==> src/hdl/block_send_map.svh <==
// constants for the triggered block send controller
// assumes a 25 MHz clock and byte-wide register data
`ifndef BLOCK_SEND_MAP_SVH
`define BLOCK_SEND_MAP_SVH

// longest block that one send may carry
`define MAX_LEN 248
// send timeout and clock rate
`define TX_TIMEOUT_MS 2000
`define CLK_FREQ_KHZ 25000

// result byte fields
`define RES_BAD_PORT 0
`define RES_TIMEOUT 1
`define RES_BAD_LEN 2
`define RES_PORT_BUSY 3
`define RES_SEND_ERR 4
`define RES_DONE 7

// register offsets
`define REG_CTRL 4'h0
`define REG_RESULT 4'h1
`define REG_STATUS 4'h2
`define REG_MASK 4'h3

// control and status fields
`define CTRL_ENABLE 0
`define STAT_DONE 0
`define STAT_FAULT 1
`define CTRL_RESET 8'h00
`define MASK_RESET 8'h00

`endif

==> src/hdl/block_send_pkg.sv <==
// types shared by the block send controller and its bench
// assumes the constants header is compiled alongside
package block_send_pkg;

  // one send request as the program logic presents it
  typedef struct packed {
    logic [7:0] port;
    logic [15:0] addr;
    logic [15:0] count;
  } req_t;

  // gray-coded along idle, check, fetch, load, send
  typedef enum logic [2:0] {
    ST_IDLE = 3'h0,
    ST_CHECK = 3'h1,
    ST_FETCH = 3'h3,
    ST_LOAD = 3'h2,
    ST_SEND = 3'h6
  } state_t;

endpackage

==> src/hdl/block_send_op.sv <==
// triggered block send: fetches bytes from memory, hands them to
// a numbered serial port and reports the outcome in a result byte
// assumes memory, ports and program logic all run on clk
//
// The placing of the registers and the strobed register port were left to the implementer.
`include "block_send_map.svh"

module block_send_op #(
  parameter int NUM_PORTS = 3,
  parameter int MAX_LEN = `MAX_LEN,
  parameter int TIMEOUT_CYC = `TX_TIMEOUT_MS * `CLK_FREQ_KHZ
) (
  input wire logic clk,
  input wire logic rst_n,
  input wire logic ce,
  input wire logic trigger_in,
  input block_send_pkg::req_t req,
  output logic [15:0] mem_addr,
  output logic mem_rd,
  input wire logic [7:0] mem_rdata,
  output logic [NUM_PORTS-1:0] tx_valid,
  output logic [7:0] tx_data,
  input wire logic [NUM_PORTS-1:0] tx_ready,
  input wire logic [NUM_PORTS-1:0] tx_err,
  input wire logic [NUM_PORTS-1:0] port_busy,
  output logic [7:0] result_byte,
  input wire logic [3:0] addr,
  input wire logic [7:0] wdata,
  input wire logic wr,
  input wire logic rd,
  output logic [7:0] rdata,
  output logic irq
);

  ////////////////////////////////////////////////////////////////////
  // state
  block_send_pkg::state_t state, next_state;
  block_send_pkg::req_t req_q, next_req_q;
  logic trig_q;
  logic [7:0] idx, next_idx;
  logic [31:0] tmr, next_tmr;
  logic [7:0] next_result_byte, next_tx_data;
  logic [NUM_PORTS-1:0] next_tx_valid, sel;
  logic [15:0] next_mem_addr;
  logic next_mem_rd;
  logic ev_done, ev_fault;
  logic ctrl_en, next_ctrl_en;
  logic [1:0] status, next_status, mask, next_mask;
  logic [7:0] next_rdata;
  logic next_irq;
  logic trig_edge, port_ok, len_ok, sel_ready, sel_err, sel_busy;

  // one select line per port, decoded from the plain index
  genvar gi;
  generate
    for (gi = 0; gi < NUM_PORTS; gi++) begin : g_sel
      assign sel[gi] = (req_q.port == 8'(gi));
    end
  endgenerate

  assign sel_ready = |(tx_ready & sel);
  assign sel_err = |(tx_err & sel);
  assign sel_busy = |(port_busy & sel);
  assign trig_edge = trigger_in & ~trig_q;
  assign port_ok = (req_q.port < 8'(NUM_PORTS));
  // a negative count has bit 15 set and so also fails the upper bound
  assign len_ok = (req_q.count != 16'h0000) &&
                  (req_q.count <= 16'(MAX_LEN));

  ////////////////////////////////////////////////////////////////////
  // sequencer: every exit from a busy state writes bit 7
  always_comb begin
    next_state = state;
    next_req_q = req_q;
    next_idx = idx;
    next_tmr = tmr;
    next_result_byte = result_byte;
    next_tx_data = tx_data;
    next_tx_valid = tx_valid;
    next_mem_addr = mem_addr;
    next_mem_rd = 1'b0;
    ev_done = 1'b0;
    ev_fault = 1'b0;
    if (state != block_send_pkg::ST_IDLE) begin
      next_tmr = tmr + 32'h1;
    end
    case (state)
      block_send_pkg::ST_IDLE: begin
        // edges arriving while a send runs are not queued
        if (trig_edge && ctrl_en) begin
          next_req_q = req;
          next_result_byte = 8'h00;
          next_tmr = 32'h0;
          next_idx = 8'h00;
          next_state = block_send_pkg::ST_CHECK;
        end
      end
      block_send_pkg::ST_CHECK: begin
        next_state = block_send_pkg::ST_IDLE;
        ev_done = 1'b1;
        ev_fault = 1'b1;
        next_result_byte[`RES_DONE] = 1'b1;
        if (!port_ok) begin
          next_result_byte[`RES_BAD_PORT] = 1'b1;
        end else if (!len_ok) begin
          next_result_byte[`RES_BAD_LEN] = 1'b1;
        end else if (sel_busy) begin
          // receive in progress blocks a send on a half-duplex port
          next_result_byte[`RES_PORT_BUSY] = 1'b1;
        end else begin
          ev_done = 1'b0;
          ev_fault = 1'b0;
          next_result_byte[`RES_DONE] = 1'b0;
          next_mem_addr = req_q.addr;
          next_mem_rd = 1'b1;
          next_state = block_send_pkg::ST_FETCH;
        end
      end
      block_send_pkg::ST_FETCH: begin
        next_state = block_send_pkg::ST_LOAD;
      end
      block_send_pkg::ST_LOAD: begin
        next_tx_data = mem_rdata;
        next_tx_valid = sel;
        next_state = block_send_pkg::ST_SEND;
      end
      block_send_pkg::ST_SEND: begin
        if (sel_ready) begin
          next_tx_valid = '0;
          next_idx = idx + 8'h01;
          if (16'(next_idx) == req_q.count) begin
            ev_done = 1'b1;
            next_result_byte[`RES_DONE] = 1'b1;
            next_state = block_send_pkg::ST_IDLE;
          end else begin
            // ascending addresses, one byte per handshake
            next_mem_addr = mem_addr + 16'h0001;
            next_mem_rd = 1'b1;
            next_state = block_send_pkg::ST_FETCH;
          end
        end
      end
      default: begin
        next_state = block_send_pkg::ST_IDLE;
      end
    endcase
    // a port fault outranks the timeout, which outranks completion
    if (state == block_send_pkg::ST_SEND && sel_err) begin
      next_tx_valid = '0;
      next_mem_rd = 1'b0;
      ev_done = 1'b1;
      ev_fault = 1'b1;
      next_result_byte = 8'h00;
      next_result_byte[`RES_SEND_ERR] = 1'b1;
      next_result_byte[`RES_DONE] = 1'b1;
      next_state = block_send_pkg::ST_IDLE;
    end else if (state != block_send_pkg::ST_IDLE &&
                 state != block_send_pkg::ST_CHECK &&
                 tmr >= 32'(TIMEOUT_CYC - 1)) begin
      next_tx_valid = '0;
      next_mem_rd = 1'b0;
      ev_done = 1'b1;
      ev_fault = 1'b1;
      next_result_byte = 8'h00;
      next_result_byte[`RES_TIMEOUT] = 1'b1;
      next_result_byte[`RES_DONE] = 1'b1;
      next_state = block_send_pkg::ST_IDLE;
    end
  end

  // registers of the sequencer, frozen while ce is low
  always_ff @(posedge clk or negedge rst_n) begin
    if (!rst_n) begin
      state <= block_send_pkg::ST_IDLE;
      req_q <= '0;
      trig_q <= 1'b1; // a level high out of reset is not an edge
      idx <= 8'h00;
      tmr <= 32'h0;
      result_byte <= 8'h00;
      tx_data <= 8'h00;
      tx_valid <= '0;
      mem_addr <= 16'h0000;
      mem_rd <= 1'b0;
    end else if (ce) begin
      state <= next_state;
      req_q <= next_req_q;
      trig_q <= trigger_in;
      idx <= next_idx;
      tmr <= next_tmr;
      result_byte <= next_result_byte;
      tx_data <= next_tx_data;
      tx_valid <= next_tx_valid;
      mem_addr <= next_mem_addr;
      mem_rd <= next_mem_rd;
    end
  end

  ////////////////////////////////////////////////////////////////////
  // register port: status bits are sticky, a read of REG_STATUS clears them
  always_comb begin
    next_ctrl_en = ctrl_en;
    next_mask = mask;
    next_status = status;
    next_rdata = 8'h00;
    if (wr && addr == `REG_CTRL) begin
      next_ctrl_en = wdata[`CTRL_ENABLE];
    end
    if (wr && addr == `REG_MASK) begin
      next_mask = wdata[1:0];
    end
    if (rd) begin
      case (addr)
        `REG_CTRL: next_rdata = {7'h00, ctrl_en};
        `REG_RESULT: next_rdata = result_byte;
        `REG_STATUS: next_rdata = {6'h00, status};
        `REG_MASK: next_rdata = {6'h00, mask};
        default: next_rdata = 8'h00;
      endcase
      if (addr == `REG_STATUS) begin
        next_status = 2'b00;
      end
    end
    // a new event in the clearing cycle survives the read
    if (ev_done) begin
      next_status[`STAT_DONE] = 1'b1;
    end
    if (ev_fault) begin
      next_status[`STAT_FAULT] = 1'b1;
    end
    next_irq = |(next_status & next_mask);
  end

  always_ff @(posedge clk or negedge rst_n) begin
    if (!rst_n) begin
      ctrl_en <= 1'(`CTRL_RESET);
      mask <= 2'(`MASK_RESET);
      status <= 2'b00;
      rdata <= 8'h00;
      irq <= 1'b0;
    end else if (ce) begin
      ctrl_en <= next_ctrl_en;
      mask <= next_mask;
      status <= next_status;
      rdata <= next_rdata;
      irq <= next_irq;
    end
  end
endmodule

==> config.mk <==
export PLATFORM = sky130hd
export DESIGN_NAME = block_send_op
export DESIGN_NICKNAME = d
export VERILOG_FILES = /design/src/hdl/block_send_pkg.sv /design/src/hdl/block_send_op.sv
export VERILOG_INCLUDE_DIRS = /design/src /design/src/hdl
export SDC_FILE = /design/constraint.sdc
export NUM_CORES = 1
export LEC_CHECK = 0
export ABC_AREA = 0
export BUFFER_PORTS_ARGS = -buffer_cell sky130_fd_sc_hd__buf_4
export CORE_ASPECT_RATIO = 1.75
export CORE_MARGIN = 1.5
export CORE_UTILIZATION = 57
export DETAILED_ROUTE_END_ITERATION = 12
export GPL_ROUTABILITY_DRIVEN = 0
export PLACE_DENSITY = 0.81
export SYNTH_ARGS = -nofsm -noshare
export SYNTH_HDL_FRONTEND = slang
export SYNTH_SLANG_ARGS = --single-unit
==> constraint.sdc <==
create_clock -name clk -period 3 [get_ports clk]
set_input_delay 0.15 -clock clk [delete_from_list [all_inputs] [get_ports clk]]
set_output_delay 0.15 -clock clk [all_outputs]
set_load 0.02 [all_outputs]
* Yosys cells after proc, flatten, opt, wreduce, memory -nomap -nowiden
Index checks and enable logic that the tools add are counted.
** Cells by class
- Add/subtract/negate cells :: 3
- $lt $le $gt $ge :: 3
- Eq/ne operators :: 25
- Mux-type cells :: 65
- Bitwise operators :: 6
- Reduce and logical (&&, ||, !) cells :: 35
** Operators by type and width (number)
- $mux 32 :: 3
- $mux 16 :: 5
- $mux 8 :: 5
- $add 32x1->32 const B :: 1
- $ge 32x26->1 const B :: 1
- $pmux 16 s2 :: 1
- $pmux 8 s4 :: 1
- $mux 1 :: 26
- $mux 3 :: 8
- $ne 4x4->1 const B :: 6
- $add 16x1->16 const B :: 1
- $eq 8x16->1 :: 1
- $le 16x8->1 const B :: 1
- $mux 2 :: 8
- $pmux 8 s2 :: 1
- $reduce_bool 16->1 :: 1
- $pmux 3 s5 :: 1
- $ne 2x2->1 const B :: 6
- $reduce_and 3->1 :: 4
- $reduce_and 5->1 :: 2
- $and 3x3->3 :: 3
- $reduce_bool 3->1 :: 3
- $reduce_or 3->1 :: 3
- $add 8x1->8 const B :: 1
- other kinds (29) :: 44
** Word-level totals
- Flip-flop bits (word level) :: 134
- Output and inout bits :: 45

* Logic depth before layout (Yosys ltp)
- Depth in word-level cells :: 12
- Gate-level depth with buffers :: 9

* Least setup slack after synthesis
Ideal clock, no wire load.
- Path type :: flip-flop to flip-flop
- From :: register idx[0]
- To :: register mem_addr[1]
- Library setup time :: 125 ps
- Data arrival time :: 2096 ps
- Required time :: 2875 ps
- Setup slack :: 779 ps
- Cell stages (with the launch flop) :: 8
- Buffers on the path :: 0
- Clock period less this slack :: 2221 ps
- Cell sequence :: dfrtp_1 > ha_1 > xnor2_1 > nand2_1 > nor4_4 > nand3_2 > o211a_4 > mux2_4
** Between the ends
- Longest elaborated chain between the ends :: 4
** Ends and longest elaborated chain
- start: declaration :: line block_send_op.sv:40 : logic [7:0] idx, next_idx;
- start signal: assignment :: line block_send_op.sv:188 : idx <= next_idx;
- $add 8x1->8 :: line block_send_op.sv:130 : next_idx = idx + 8'h01;
- $eq 8x16->1 :: line block_send_op.sv:131 : if (16'(next_idx) == req_q.count) begin
- $ne 2x2->1 (no line)
- $reduce_and 7->1 (no line)
- end signal: assignment :: line block_send_op.sv:193 : mem_addr <= next_mem_addr;
- end: declaration :: line block_send_op.sv:18 : output logic [15:0] mem_addr,
Every way passes these cells.
A chain may end at the register's enable or synchronous reset.

* Worst setup path after layout
- From :: register req_q[32] (netlist bit)
- To :: register mem_addr[0]
** Between the ends
- Longest elaborated chain between the ends :: 5
** Ends and longest elaborated chain
- start: declaration :: line block_send_op.sv:38 : block_send_pkg::req_t req_q, next_req_q;
- start signal: assignment :: line block_send_op.sv:186 : req_q <= next_req_q;
- branches (longest 4 deep; another with $lt 8x2->1)
- $reduce_and 7->1 (no line) *
Mark *: on every way between the ends.

==> impl_metrics.json <==
{
  "status": "complete, no violations",
  "vias": 6906,
  "layout_setup_ws_ns": 0.2746,
  "synth_area_um2": 6928,
  "htreeDepth": 4,
  "yosys_warnings": 0,
  "path_class": "register to register",
  "cp_slowest_cell": "dfrtp_1",
  "worst_ep_required_time_ns": 3.31,
  "arrival_ns": 3.03,
  "ys_ff_latch": 130,
  "crit_fanout": 15,
  "netlist_instances": 777,
  "irDropWorstVdd_mv": 0.6373,
  "ys_seq_area_share_pct": 46.97,
  "io_pins": 120,
  "syn_area_per_cell_um2": 8.916,
  "hold_viol": 0,
  "drtAntennaViolNets": 0,
  "startpoint": "req_q[32]$_DFFE_PN0P_",
  "grt_pass1_wl_um": 32780,
  "fmax_mhz": 366.9,
  "synth_ff_type": "dfrtp_1",
  "drt_iter0_markers": 628,
  "p_per_area_nw_per_um2": 875.7,
  "preCtsSetupSlack_ns": 0.3971,
  "startpoint_type": "register",
  "cap_violations": 0,
  "min_from": "addr[3]",
  "rsz0062_at_grt": "no",
  "detailed_place_hpwl_um": 13150,
  "grt_use_met2_pct": 57.93,
  "synth_cell_types": 71,
  "grt-ovfl-total": 0,
  "io_buffers": 109,
  "syn_to_final_growth_pct": 29.71,
  "grt-busiest-layer": "met2",
  "finClkSkew_ns": 0.01345,
  "cp_top_family": "compound AO/OA/AOI/OAI gates",
  "grt_usage_pct": 32.69,
  "fillers": 818,
  "slew_headroom_pct": 41.01,
  "setup_viol": 0,
  "cp_num_buf_inv": 0,
  "antenna_found_initial": 0,
  "antennaDiodeCount": 0,
  "cts-root-buf": "clkbuf_16",
  "drv_slew": 0,
  "crit_path_max_incr_delay_ns": 0.53,
  "drc": 0,
  "worstSkewPairLatency_ns": 0.42,
  "tightest_slew_ns": 0.8816,
  "rows": 53,
  "final_layout_size_suffix_gt1_share_pct": 20.62,
  "cp_cell_sequence": "mux2_2, o22ai_1, nand3_1, o2111ai_4, a31oi_1, a31o_2",
  "cts_resized": 0,
  "grt_pass1_vias": 7099,
  "grtUsageMet1_pct": 33.70,
  "coreArea_um2": 11940,
  "cts_buffers": 17,
  "drt_first_pass_iters": 6,
  "fin_total_pwr_w": 0.007869,
  "finalCriticalPeriod_ns": 2.725,
  "grt_max_degree": 71,
  "cts.reportedPaths.clkPinSlew_ns": 0.06,
  "hold_buffers": 52,
  "nNetsFinal": 1006,
  "routedWlPerCell_um": 18.82,
  "hp-class": "input port to register",
  "fin_setup_tns_ns": 0,
  "vias_per_cell": 6.406,
  "die_w_um": 86.34,
  "die-height_um": 148.8,
  "finalCritPeriodShare_pct": 90.85,
  "p_leak_nw": 4.166,
  "die-area_um2": 12850,
  "post-cts-setup-buffers": 0,
  "final_core_util_pct": 75.28,
  "clk_path_buf_depth": 2,
  "synth-edff-count": 0,
  "worst_setup_path_end_kind": "register",
  "ys_async_sr_fraction_pct": 100.0,
  "cts_tree": "yes",
  "totalWireLength_um": 20290,
  "start_util_pct": 58.04,
  "globalRouteMet3Util_pct": 6.087,
  "cts.sinks": 130,
  "timing.rr.start": "req_q[32]$_DFFE_PN0P_"
}
[placed cells by master, fill, tap and decap left out, types with 4 or more instances in the layout]
master,synthesis,layout
nand2_1,172,172
dfrtp_1,129,129
buf_4,6,122
o21ai_0,60,60
dlygate4sd3_1,0,52
nor2_1,44,44
a21oi_1,43,43
nand3_1,37,37
nand4_1,25,25
and3_1,20,20
a31oi_1,20,20
clkbuf_16,0,17
mux2_2,15,15
nor4_1,11,11
a22o_1,9,9
and4_1,8,8
inv_1,8,8
o31ai_1,8,8
or3_1,7,7
xnor2_1,7,7
nor3_1,7,7
o211ai_1,7,7
o41ai_1,6,6
xor2_1,6,6
o22ai_1,6,6
and2_1,5,5
mux2i_1,4,4
conb_1,1,4
clkinv_4,0,4
[stage by stage]
step	instance area (µm²)	hold slack, ns	cells
floorplan	6939	-0.1456	780
global placement	7848	0.2741	994
detailed placement	7848	0.2861	994
CTS	8986	0.05784	1078
global route	8986	0.06430	1078
finish	8986	0.06002	1078
[Yosys cell counts (all sizes together) (2+ instances only)]
library cell    n  area, µm²
o211a           2      27.53
a31oi          20      125.1
nor2b           3      18.77
a41oi           3      26.28
or2             3      18.77
nor4           15      136.4
o41ai           6      52.55
mux2i           4      40.04
or3             8      55.05
a22oi           4      35.03
a221oi          2      17.52
xnor2           7      61.31
o211ai          7      52.55
a31o            2      17.52
a21oi          43      215.2
inv             8      30.03
nor3b           3      22.52
dfrtp         129       3228
and3           20      125.1
a22o            9      78.83
nor3            8      45.04
nor2           44      165.2
a211oi          2      20.02
nand3          39      205.2
and2            6      37.54
o2111ai         3      43.80
o2bb2ai         3      26.28
nand2b          3      18.77
xor2            6      52.55
nand2         172      645.6
and4            8      70.07
mux2           16      183.9
o31ai           8      60.06
nand4          26      168.9
and4b           2      20.02
ha              3      37.54
nand3b          2      15.01
buf            19      113.9
o21ai          61      316.6
clkbuf         28      105.1
o22ai           6      37.54
[registers in the layout, indices dropped and copies added, names as in the netlist]
signal	count
status	2
ctrl_en	1
req_q	40
state	3
result_byte	6
tmr	32
rdata	6
idx	8
irq	1
tx_valid	3
trig_q	1
mem_rd	1
mask	2
mem_addr	16
tx_data	8
[logic make-up after synthesis]
| group | share of synthesized area (%) |
|---|---|
| xor+xnor | 1.969 |
| other cells | 0.05413 |
| fa+ha+maj | 0.5419 |
| buf+inv | 3.648 |
| flops | 46.98 |
| compound gates | 17.25 |
| simple gates | 26.01 |
| mux | 3.558 |
[power breakdown]
group / total, W / switching, W / internal [W]
registers: 0.00281 / 0.000548 / 0.00226
clock network: 0.00217 / 0.000835 / 0.00134
logic: 0.00289 / 0.00170 / 0.00119
[worst reg2reg max path, delay by kind of cell (launching register included)]
family	cells	cell delay [ns]
AOI/OAI and AO/OA	4	1.39
and+or+nand+nor	1	0.29
DFF	1	0.53
muxes	1	0.40
[area by class of cell]
cell class | count | area [µm²] | share of cell area [%]
Clock buffer | 18 | 439.2 | 4.887
Clock inverter | 14 | 178.9 | 1.991
Inverter | 9 | 33.78 | 0.3759
Multi-Input combinational cell | 594 | 3432 | 38.19
Sequential cell | 130 | 3254 | 36.22
Tap cell | 137 | 171.4 | 1.908
Timing Repair Buffer | 176 | 1476 | 16.43
[layer usage]
metal	vias to the layer above	share of wire (%)
met2	384	54
met1	3286	34
met3	122	5.4
met4	0	6.9
li1	3114	-
met5	-	0
[final timing paths]
kind | cells after the start | slack [ns] | endpoint
max | 6 | 0.27 | mem_addr[0]$_DFFE_PN0P_
min | 4 | 0.06 | rdata[1]$_DFFE_PN0P_
max reg2reg | 6 | 0.27 | mem_addr[0]$_DFFE_PN0P_
min reg2reg | 2 | 0.48 | req_q[17]$_DFFE_PN0P_
max in group asynchronous | 3 | 1.80 | trig_q$_DFFE_PN1P_
min in group asynchronous | 2 | 0.36 | idx[5]$_DFFE_PN0P_
No activity file was read; power rests on OpenSTA's default activity.
